===== src/logic/ermc_regs.svh =====
/*
 * Register offsets, field positions, reset values and timing counts of the
 * enable, ready and mode control block.
 * Assumes inclusion by bare name; definitions only.
 */
`ifndef ERMC_REGS_SVH
`define ERMC_REGS_SVH

`define ERMC_CTRL_OFS        12'h000
`define ERMC_STATUS_OFS      12'h004
`define ERMC_IRQ_STAT_OFS    12'h008
`define ERMC_IRQ_MASK_OFS    12'h00C
`define ERMC_DEFAULTS_OFS    12'h010

`define ERMC_CTRL_FORCED_BIT 0
`define ERMC_CTRL_SINGLE_BIT 1
`define ERMC_CTRL_RST        2'h0

`define ERMC_IRQ_FAULT_BIT   0
`define ERMC_IRQ_READY_BIT   1
`define ERMC_IRQ_ENLOW_BIT   2
`define ERMC_IRQ_W           3

`define ERMC_SYNC_MIN_CYC    16'h0003
`define ERMC_SYNC_MAX_CYC    16'h0060
`define ERMC_DEFAULT_WORD    32'h0000_0046

`endif


===== src/logic/ermc_pkg.sv =====
/*
 * Types of the enable, ready and mode control block.
 * Assumes nothing of its surroundings.
 */
package ermc_pkg;

    typedef enum logic [1:0] {
        ERMC_INIT_LOAD   = 2'b00,
        ERMC_INIT_SAMPLE = 2'b01,
        ERMC_INIT_DONE   = 2'b10
    } ermc_init_e;

    typedef enum logic [1:0] {
        ERMC_SW_CONT     = 2'b00,
        ERMC_SW_DISCONT  = 2'b01,
        ERMC_SW_SKIP     = 2'b10,
        ERMC_SW_OFF      = 2'b11
    } ermc_sw_e;

    typedef struct packed {
        logic [1:0] voltage_select_pin;
        logic [1:0] frequency_select_pin;
        logic       sync_output_pin;
    } ermc_straps_s;

    typedef struct packed {
        logic       thermal_shutdown;
        logic       overvoltage_lockout;
    } ermc_faults_s;

endpackage


===== src/logic/ermc_top.sv =====
/*
 * Enable line, readiness, and switching mode control of a step-down converter,
 * with APB register access and a level interrupt.
 * Assumes synchronous inputs on pclk, an external pull on the shared enable
 * line, and nonvolatile defaults that report their own load completion.
 */
// The implementer's own choices: the register offsets and the APB register port.
`timescale 1ns/1ps
`include "ermc_regs.svh"

module ermc_top (
    input  wire logic                  pclk,
    input  wire logic                  presetn,
    input  wire logic                  clk_en,
    input  wire logic                  psel,
    input  wire logic                  penable,
    input  wire logic                  pwrite,
    input  wire logic [11:0]           paddr,
    input  wire logic [31:0]           pwdata,
    output logic      [31:0]           prdata,
    output logic                       pready,
    output logic                       pslverr,
    input  wire logic                  nvm_done,
    input  wire ermc_pkg::ermc_straps_s straps,
    input  wire ermc_pkg::ermc_faults_s faults,
    input  wire logic                  en_in,
    output logic                       en_out,
    output logic                       en_oe_n,
    input  wire logic                  mode_pin,
    input  wire logic                  sw_clk_tick,
    input  wire logic                  load_medium,
    input  wire logic                  load_low,
    input  wire logic                  load_very_low,
    input  wire logic                  skip_demand,
    output logic                       converter_on,
    output logic                       forced_continuous_operation,
    output logic                       power_save_operation,
    output ermc_pkg::ermc_sw_e         sw_state,
    output logic                       switch_pulse,
    output logic                       irq
);

    ermc_pkg::ermc_init_e init_q;
    ermc_pkg::ermc_straps_s straps_q;
    logic [1:0]  ctrl_q;
    logic [`ERMC_IRQ_W-1:0] istat_q;
    logic [`ERMC_IRQ_W-1:0] imask_q;
    logic        ready;
    logic        fault_any;
    logic        hold;
    logic        en_prev_q;
    logic        mode_prev_q;
    logic [15:0] sync_cnt_q;
    logic        sync_seen_q;
    logic        mode_high;
    logic        forced;
    logic        acc;
    logic [`ERMC_IRQ_W-1:0] ev;

    function automatic logic sel(input logic [11:0] a, input logic [11:0] o);
        return a == o;
    endfunction

    // Initialization sequence; never revisited while powered
    always_ff @(posedge pclk or negedge presetn) begin
        if (!presetn) begin
            init_q <= ermc_pkg::ERMC_INIT_LOAD;
        end else if (clk_en) begin
            case (init_q)
                ermc_pkg::ERMC_INIT_LOAD: begin
                    if (nvm_done) begin
                        init_q <= ermc_pkg::ERMC_INIT_SAMPLE;
                    end
                end
                ermc_pkg::ERMC_INIT_SAMPLE: begin
                    init_q <= ermc_pkg::ERMC_INIT_DONE;
                end
                ermc_pkg::ERMC_INIT_DONE: begin
                    init_q <= ermc_pkg::ERMC_INIT_DONE;
                end
                default: begin
                    init_q <= ermc_pkg::ERMC_INIT_LOAD;
                end
            endcase
        end
    end

    // Strap capture once during sampling
    always_ff @(posedge pclk or negedge presetn) begin
        if (!presetn) begin
            straps_q <= '0;
        end else if (clk_en && init_q == ermc_pkg::ERMC_INIT_SAMPLE) begin
            straps_q <= straps;
        end
    end

    assign ready     = (init_q == ermc_pkg::ERMC_INIT_DONE);
    assign fault_any = faults.thermal_shutdown | faults.overvoltage_lockout;
    // Hold while initializing, or on fault unless standalone
    assign hold = !ready ||
                  (fault_any && !ctrl_q[`ERMC_CTRL_SINGLE_BIT]);

    // Open drain: drive low only while holding
    assign en_out  = 1'b0;
    assign en_oe_n = !hold;

    // Converter runs from the shared line level, and only once ready
    assign converter_on = en_in && ready;

    // Mode selection and sync detection
    always_ff @(posedge pclk or negedge presetn) begin
        if (!presetn) begin
            mode_prev_q <= 1'b0;
            sync_cnt_q  <= 16'h0000;
            sync_seen_q <= 1'b0;
        end else if (clk_en) begin
            mode_prev_q <= mode_pin;
            if (mode_pin != mode_prev_q) begin
                sync_cnt_q  <= 16'h0000;
                sync_seen_q <= 1'b1;
            end else if (sync_cnt_q >= `ERMC_SYNC_MAX_CYC) begin
                sync_seen_q <= 1'b0;
            end else begin
                sync_cnt_q  <= sync_cnt_q + 16'h0001;
            end
        end
    end

    assign mode_high = mode_pin || sync_seen_q;
    assign forced    = mode_high || ctrl_q[`ERMC_CTRL_FORCED_BIT];
    assign forced_continuous_operation = forced;
    assign power_save_operation        = !forced;

    // Switching state chosen from mode and load
    always_ff @(posedge pclk or negedge presetn) begin
        if (!presetn) begin
            sw_state     <= ermc_pkg::ERMC_SW_OFF;
            switch_pulse <= 1'b0;
        end else if (clk_en) begin
            if (!converter_on) begin
                sw_state     <= ermc_pkg::ERMC_SW_OFF;
                switch_pulse <= 1'b0;
            end else if (forced || load_medium) begin
                sw_state     <= ermc_pkg::ERMC_SW_CONT;
                switch_pulse <= sw_clk_tick;
            end else if (load_very_low) begin
                sw_state     <= ermc_pkg::ERMC_SW_SKIP;
                switch_pulse <= sw_clk_tick && skip_demand;
            end else begin
                sw_state     <= load_low ? ermc_pkg::ERMC_SW_DISCONT
                                         : ermc_pkg::ERMC_SW_CONT;
                switch_pulse <= sw_clk_tick;
            end
        end
    end

    // APB: always ready, bus active only after initialization
    assign acc     = psel && penable;
    assign pready  = 1'b1;
    assign pslverr = acc && (!ready || !(sel(paddr, `ERMC_CTRL_OFS) ||
                     sel(paddr, `ERMC_STATUS_OFS) || sel(paddr, `ERMC_IRQ_STAT_OFS) ||
                     sel(paddr, `ERMC_IRQ_MASK_OFS) || sel(paddr, `ERMC_DEFAULTS_OFS)));

    // Control and mask registers; defaults not reloaded by enable
    always_ff @(posedge pclk or negedge presetn) begin
        if (!presetn) begin
            ctrl_q  <= `ERMC_CTRL_RST;
            imask_q <= '0;
        end else if (clk_en && acc && pwrite && ready) begin
            if (sel(paddr, `ERMC_CTRL_OFS)) begin
                ctrl_q <= pwdata[1:0];
            end
            if (sel(paddr, `ERMC_IRQ_MASK_OFS)) begin
                imask_q <= pwdata[`ERMC_IRQ_W-1:0];
            end
        end
    end

    // Sticky events; set wins over write-one clear
    always_ff @(posedge pclk or negedge presetn) begin
        if (!presetn) begin
            en_prev_q <= 1'b0;
        end else if (clk_en) begin
            en_prev_q <= en_in;
        end
    end

    assign ev[`ERMC_IRQ_FAULT_BIT] = fault_any;
    assign ev[`ERMC_IRQ_READY_BIT] = (init_q == ermc_pkg::ERMC_INIT_SAMPLE);
    assign ev[`ERMC_IRQ_ENLOW_BIT] = en_prev_q && !en_in;

    always_ff @(posedge pclk or negedge presetn) begin
        if (!presetn) begin
            istat_q <= '0;
        end else if (clk_en) begin
            if (acc && pwrite && ready && sel(paddr, `ERMC_IRQ_STAT_OFS)) begin
                istat_q <= (istat_q & ~pwdata[`ERMC_IRQ_W-1:0]) | ev;
            end else begin
                istat_q <= istat_q | ev;
            end
        end
    end

    assign irq = |(istat_q & imask_q);

    // Read data
    always_ff @(posedge pclk or negedge presetn) begin
        if (!presetn) begin
            prdata <= 32'h0000_0000;
        end else if (clk_en && psel && !penable && !pwrite) begin
            prdata <= 32'h0000_0000;
            if (sel(paddr, `ERMC_CTRL_OFS)) begin
                prdata <= {30'h0, ctrl_q};
            end else if (sel(paddr, `ERMC_STATUS_OFS)) begin
                prdata <= {20'h0, straps_q, sw_state, en_in, !en_oe_n,
                           forced, fault_any, ready};
            end else if (sel(paddr, `ERMC_IRQ_STAT_OFS)) begin
                prdata <= {29'h0, istat_q};
            end else if (sel(paddr, `ERMC_IRQ_MASK_OFS)) begin
                prdata <= {29'h0, imask_q};
            end else if (sel(paddr, `ERMC_DEFAULTS_OFS)) begin
                prdata <= `ERMC_DEFAULT_WORD;
            end
        end
    end

    // Enable pulled low whenever not ready
    property p_init_hold;
        @(posedge pclk) disable iff (!presetn) !ready |-> !en_oe_n;
    endproperty
    a_init_hold: assert property (p_init_hold) else $error("enable not held during init");

    property p_fault_hold;
        @(posedge pclk) disable iff (!presetn)
            (fault_any && !ctrl_q[`ERMC_CTRL_SINGLE_BIT]) |-> !en_oe_n;
    endproperty
    a_fault_hold: assert property (p_fault_hold) else $error("fault not pulling enable");

    property p_single_release;
        @(posedge pclk) disable iff (!presetn)
            (ready && ctrl_q[`ERMC_CTRL_SINGLE_BIT]) |-> en_oe_n;
    endproperty
    a_single_release: assert property (p_single_release) else $error("standalone still pulls");

    property p_release;
        @(posedge pclk) disable iff (!presetn) (ready && !fault_any) |-> en_oe_n;
    endproperty
    a_release: assert property (p_release) else $error("pulldown not released");

    property p_off;
        @(posedge pclk) disable iff (!presetn)
            (clk_en && !en_in) |=> (sw_state == ermc_pkg::ERMC_SW_OFF && !switch_pulse);
    endproperty
    a_off: assert property (p_off) else $error("switching while disabled");

    property p_no_reload;
        @(posedge pclk) disable iff (!presetn) ready |=> ready;
    endproperty
    a_no_reload: assert property (p_no_reload) else $error("initialization restarted");

    property p_forced;
        @(posedge pclk) disable iff (!presetn)
            (clk_en && converter_on && forced) |=> sw_state == ermc_pkg::ERMC_SW_CONT;
    endproperty
    a_forced: assert property (p_forced) else $error("forced mode not continuous");

    property p_skip_align;
        @(posedge pclk) disable iff (!presetn)
            (clk_en && sw_state != ermc_pkg::ERMC_SW_OFF && $rose(switch_pulse))
                |-> $past(sw_clk_tick);
    endproperty
    a_skip_align: assert property (p_skip_align) else $error("pulse off the clock");

    property p_mode_pin;
        @(posedge pclk) disable iff (!presetn) mode_pin |-> forced_continuous_operation;
    endproperty
    a_mode_pin: assert property (p_mode_pin) else $error("mode pin not forcing");

endmodule


===== config.mk =====
export PLATFORM = sky130hd
export DESIGN_NAME = ermc_top
export DESIGN_NICKNAME = d
export VERILOG_FILES = /design/src/logic/ermc_pkg.sv /design/src/logic/ermc_top.sv
export VERILOG_INCLUDE_DIRS = /design/src /design/src/logic
export SDC_FILE = /design/constraint.sdc
export NUM_CORES = 1
export LEC_CHECK = 0
export BUFFER_PORTS_ARGS = -buffer_cell sky130_fd_sc_hd__buf_2
export CORE_ASPECT_RATIO = 0.9
export CORE_MARGIN = 4
export CORE_UTILIZATION = 35
export CTS_CLUSTER_DIAMETER = 60
export DETAILED_ROUTE_END_ITERATION = 8
export GPL_TIMING_DRIVEN = 1
export PLACE_DENSITY_LB_ADDON = 0.15
export SLEW_MARGIN = 15
export SYNTH_ARGS = -nofsm -noshare
export SYNTH_HDL_FRONTEND = slang
export SYNTH_SLANG_ARGS = --single-unit

===== constraint.sdc =====
create_clock -name pclk -period 3.3 [get_ports pclk]
set_input_delay 0.66 -clock pclk [delete_from_list [all_inputs] [get_ports pclk]]
set_output_delay 0.66 -clock pclk [all_outputs]
set_load 0.01 [all_outputs]

==> run metrics, run 1 <==
type of the worst setup path input pin to primary output; post-CTS setup buffers 0; Cell Area, Placed 2730 µm²; clk sink count 49; Clock Skews 8.27 ps; DRT Pass-1 Iters 6; wire length per cell 13.9 µm; cell area after synthesis 2460 µm²; min Tclk post-route 2360 ps; final core occ 42.6%; # rows 28; worst slew pin tran 632 ps; status finished, final reports clean; dominant cell type by area after synthesis dfrtp_1; sequential cell area fraction in the yosys report around half; worst hold slack approximately 370 ps; Final Power between 1 and 1.5 mW; Final Hold Vio Count 0; full die area about 8400 µm²; share of cells above drive strength 1 28.1%; period utilization between 70 and 80%; GPL Wtd Cong roughly 0.81; Die W just under 100 µm; nets@finish 354; Post-DP HPWL between 4 and 5 mm; Clock Pin Slew Worst Setup and Hold Paths around 80 ps; Critical Path Start Type input pin; Die Ht 87.5 µm; largest net degree at the start of global routing 49; asr flop ratio synth 100%; Top FF cell, synth dfrtp_1; top cells by area, synth dfrtp_1 48%, buf_4 6.7%, mux2_2 4.1%; share of the synthesized area in the top cell type between 40 and 50%; Ys Warns 0; DRC 0; slew margin rel. approximately 58%; Initial Util 36.7%; Pleak 1.47 nW; DR iter-0 viols 92; clock tree buffer depth 2; first-pass GRT wire length 8.05 mm; Yosys reg bits a little under 50; Max-Cap Viols 0; global route total overflow 0; synth-to-layout area growth 15.9%; Arr. time, crit path about 1700 ps; n_diodes 0; post-DR vias/cell 4.74; Final Non-Filler Cells between 300 and 400; clock root buffer clkbuf_8; post-placement cell count approximately 370; H-tree depth 2; Post-Route WL between 5 and 6 mm; Inserted Clock Buffers 5; Final setup viols 0; top-count cell post-synth dfrtp_1; design area roughly 2900 µm²; EDFF count, synth 0; GRT Total Usage 12.7%; setup ws final roughly 940 ps; setup tns final 0 ps; Slew Limit Fails 0; CTS Hold Bufs 0; RSZ-0062 raised after global routing no; worst hold path class input pin to async pin; initial antenna violation count 0; Netlist cell types 48; via count ~1800; core area roughly 6700 µm²; cell count after synthesis 231; vias in the first global route approximately 1700; Worst EP required 2640 ps; PD cells slightly below 500 nW/µm²; Setup WS pre-CTS roughly 750 ps; Commonest cells post-synth 47 x dfrtp_1, 22 x buf_4, 19 x nand2_1; endpoint type of the worst setup path primary output; remaining antenna violation count 0; Buffers on Ports between 50 and 60; Worst Path Max Fanout 6; Post-CTS Resized 0; CTS tree yes; Top Ports approximately 110; Skew-Pair Late Insertion Delay roughly 300 ps; Synth Area per Inst between 10 and 15 µm²; Max Clk Rate roughly 420 MHz; peak supply drop roughly 0.00020 V
registers in the layout (all words and copies together) (netlist names):
| register | flops |
|---|---|
| sync_cnt_q | 16 |
| prdata | 12 |
| straps_q | 5 |
| imask_q | 3 |
| istat_q | 3 |
| ctrl_q | 2 |
| init_q | 2 |
| sw_state | 2 |
| en_prev_q | 1 |
| mode_prev_q | 1 |
| switch_pulse | 1 |
| sync_seen_q | 1 |
worst max-delay path, stage by stage:
cell and delay, ps:
buf_2 90, nor4_1 330, and3_1 340, a31oi_1 120
buf_2 150
logic make-up (layout without fill, tap and decap cells):
group	count (synthesis)	count (layout)	synth area share, %
muxes	16	16	7.74
other	2	22	0.305
adders and majority gates	5	5	2.54
buffers and inverters	44	78	10.2
xor gates and xnor gates	1	1	0.356
DFF	49	49	50.0
AOI/OAI and AO/OA	41	41	12.3
and+or+nand+nor	73	73	16.5
final timing paths:
| path | startpoint | endpoint | slack (ps) | depth (start not counted) |
|---|---|---|---|---|
| min in group pclk | prdata[1] | prdata[1] | 480 | 2 |
| min reg2reg | prdata[1] | prdata[1] | 480 | 2 |
| max in group asynchronous | presetn | sw_state[0] | 2370 | 2 |
| max reg2reg | init_q[0] | imask_q[0] | 1560 | 6 |
| min | presetn | mode_prev_q | 370 | 1 |
| max | paddr[11] | pslverr | 940 | 5 |
area by class of cell:
class                           instances  area (µm²)
Sequential cell                        49        1230
Clock buffer                            7        86.3
Tap cell                               90         113
Inverter                               13        48.8
Multi-Input combinational cell        158        1050
Fill cell                             659        3840
Clock inverter                          1        30.0
Timing Repair Buffer                   57         290
cell usage in the layout, fill, tap and decap left out, drive strengths merged, types with 3 or more instances in the layout:
| master | netlist | final |
|---|---|---|
| nor3 | 6 | 6 |
| a31oi | 3 | 3 |
| and2 | 10 | 10 |
| inv | 13 | 13 |
| mux2 | 14 | 14 |
| o21ai | 5 | 5 |
| nand3 | 6 | 6 |
| conb | 2 | 22 |
| a21oi | 4 | 4 |
| nand4 | 4 | 4 |
| a21o | 3 | 3 |
| o22ai | 3 | 3 |
| nor4 | 5 | 5 |
| clkbuf | 6 | 7 |
| ha | 5 | 5 |
| o41ai | 3 | 3 |
| dfrtp | 47 | 47 |
| a22o | 8 | 8 |
| buf | 25 | 57 |
| or3 | 3 | 3 |
| nor2 | 10 | 10 |
| nand2 | 19 | 19 |
report_power, final:
part	internal, mW	leakage (nW)	switching, mW	total (mW)
Combinational	0.105	0.771	0.137	0.242
Sequential	0.664	0.636	0.0395	0.704
Clock	0.247	0.0585	0.188	0.435
per-layer routing:
metal	track usage [%]	routed length, µm	up-vias
met1	17.7	2440	828
li1	-	-	885
met4	6.24	138	0
met2	18.6	2310	54
met3	2.59	333	10
met5	0	0	-
No activity file was read; power rests on OpenSTA's default activity.
==> inputs of run 2 (changes only) <==
clock period = 2.1 ns   (was 3.3 ns; I/O delays follow)
==> run 2 against run 1 <==
Combinational power grew 57%. Core utilization shrank 0.24 points. Total power grew 47%. Final cell count grew 0.53%. Critical endpoint is now en_oe_n. Largest cell class unchanged.
==> run metrics, run 2 (synthesis results as in run 1) <==
status finished, final reports clean; CTS Hold Bufs 0 (unchanged); via count 1780 (+0.17%); sw power 0.578 mW (+59%); global route total overflow 0 (unchanged); most common cell after layout, fill and taps aside buf_2; full die area 8430 µm² (unchanged); wire length per cell 14.1 µm (+1.1%); Skew-Pair Late Insertion Delay 290 ps (about the same); first-pass GRT wire length 8.42 mm (+4.6%); DRT Pass-1 Iters 4 (-2); Critical Path Start Type flop; Die W 96.3 µm (unchanged); PD cells 714 nW/µm² (+47%); largest net degree at the start of global routing 50 (+2.0%); peak supply drop 0.000364 V (+79%); remaining antenna violation count 0 (unchanged); Most flops, register sync_cnt_q; switch share 28.6% (+2.2 points); worst slew pin tran 621 ps (-10.5 ps); post-CTS setup buffers 0 (unchanged); vias in the first global route 1657 (+0.12%); Final setup viols 0 (unchanged); nets@finish 356 (+0.56%); clock power share 26.4% (-5.1 points); Slew Limit Fails 0 (unchanged); sequential cell fraction of total power 54.7% (+3.7 points); Max-Cap Viols 0 (unchanged); GPL Wtd Cong 0.844 (+4.8%); Top Ports 108 (unchanged); Inserted Clock Buffers 5 (unchanged); DRC 0 (unchanged); synth-to-layout area growth 15.3%; period utilization about nine tenths; Worst EP required 1680 ps (-960 ps); initial antenna violation count 0 (unchanged); # rows 28 (unchanged); worst hold path class input pin to async pin; RSZ-0062 raised after global routing no; n_diodes 0 (unchanged); core area 6690 µm² (unchanged); Arr. time, crit path 1490 ps (-210 ps); CTS tree yes; Int Power 1.45 mW (+42%); slew margin rel. 58.6% (+0.70 points); type of the worst setup path flop to primary output; most frequent cells in the layout 56 x buf_2, 47 x dfrtp_1, 22 x conb_1, 19 x nand2_1, 12 x inv_1; Final Hold Vio Count 0 (unchanged); Initial Util 36.7% (unchanged); Buffers on Ports 56 (unchanged); Final Power 2.02 mW (+47%); combinational share of power 18.8% (+1.3 points); post-DR vias/cell 4.72 (-0.36%); Max Clk Rate 522 MHz; largest registers sync_cnt_q: 16 flops, prdata: 12 flops, straps_q: 5 flops; Clock Pin Slew Worst Setup and Hold Paths 90 ps (about the same); setup slack, reg-to-reg 340 ps (-1220 ps); Post-Route WL 5.31 mm (+1.6%); Pleak 1.45 nW (-0.88%); setup tns final 0 ps (unchanged); share of cells above drive strength 1 28.6% (+0.50 points); H-tree depth 2 (unchanged); max FFs per register 16 (unchanged); Post-CTS Resized 0 (unchanged); Die Ht 87.5 µm (unchanged); clk sink count 49 (unchanged); clock tree buffer depth 2 (unchanged); Clock Skews 7.23 ps (-1.04 ps); min Tclk post-route between 1500 and 2000 ps; DR iter-0 viols 144 (+57%); clock root buffer clkbuf_8; GRT Total Usage 13.0% (+0.31 points); endpoint type of the worst setup path primary output; Worst Path Max Fanout 5 (-1); Post-DP HPWL 4.09 mm (+2.1%)
[run 2: changes by cell type in the layout (fill, tap and decap cells not counted)]
cell / previous run / this run
clkinvlp_4: 0 / 2
buf_2: 55 / 56
clkbuf_8: 6 / 5
bufinv_16: 1 / 0
buf_4: 2 / 3
[run 2: area by class of cell]
type / instances / area (µm²)
Fill cell: 662 / 3860
Clock inverter: 2 / 15.0
Tap cell: 90 / 113
Clock buffer: 6 / 72.6
Timing Repair Buffer: 59 / 303
Multi-Input combinational cell: 158 / 1050
Inverter: 13 / 48.8
Sequential cell: 49 / 1230
[run 2: critical path, cell delays in order, from the launching register on]
cell	delay, ps
dfrtp_1	410
inv_1	90
ha_1	270
o21ai_0	220
inv_1	90
buf_2	130
[run 2: power by group through the flow]
stage               Sequential (mW)  Combinational [mW]  Clock [mW]
floorplan                      1.12               0.276           0
global placement               1.12               0.379           0
detailed placement             1.13               0.385           0
CTS                            1.11               0.386       0.559
global route                   1.12               0.439       0.600
finish                         1.11               0.381       0.535
[run 2: through the flow]
step	hold WS (ps)	setup slack, ps	instances	utilization, %	area (µm²)
detailed placement	460	184	369	41.0	2750
CTS	236	202	377	42.4	2830
global placement	458	213	369	41.0	2750
floorplan	124	485	251	-	2530
global route	268	98.9	377	42.4	2830
finish	216	185	377	42.4	2830
[run 2: routing by layer]
| layer | vias up | wire length [µm] | track usage (%) |
|---|---|---|---|
| li1 | 882 | - | - |
| met1 | 839 | 2520 | 19.4 |
| met2 | 55 | 2440 | 19.0 |
| met3 | 4 | 294 | 2.59 |
| met4 | 0 | 52 | 3.82 |
| met5 | - | 0 | 0 |
[run 2: path summary, 6_finish.rpt]
check | endpoint | from | cells after the start
worst max-delay path | en_oe_n | init_q[0] | 5
max in group asynchronous | istat_q[1] | presetn | 2
min in group pclk | straps_q[1] | straps[1] | 2
worst min register to register | sync_cnt_q[10] | sync_cnt_q[10] | 1
worst min-delay path | sync_cnt_q[4] | presetn | 2
worst max register to register | imask_q[1] | init_q[0] | 6
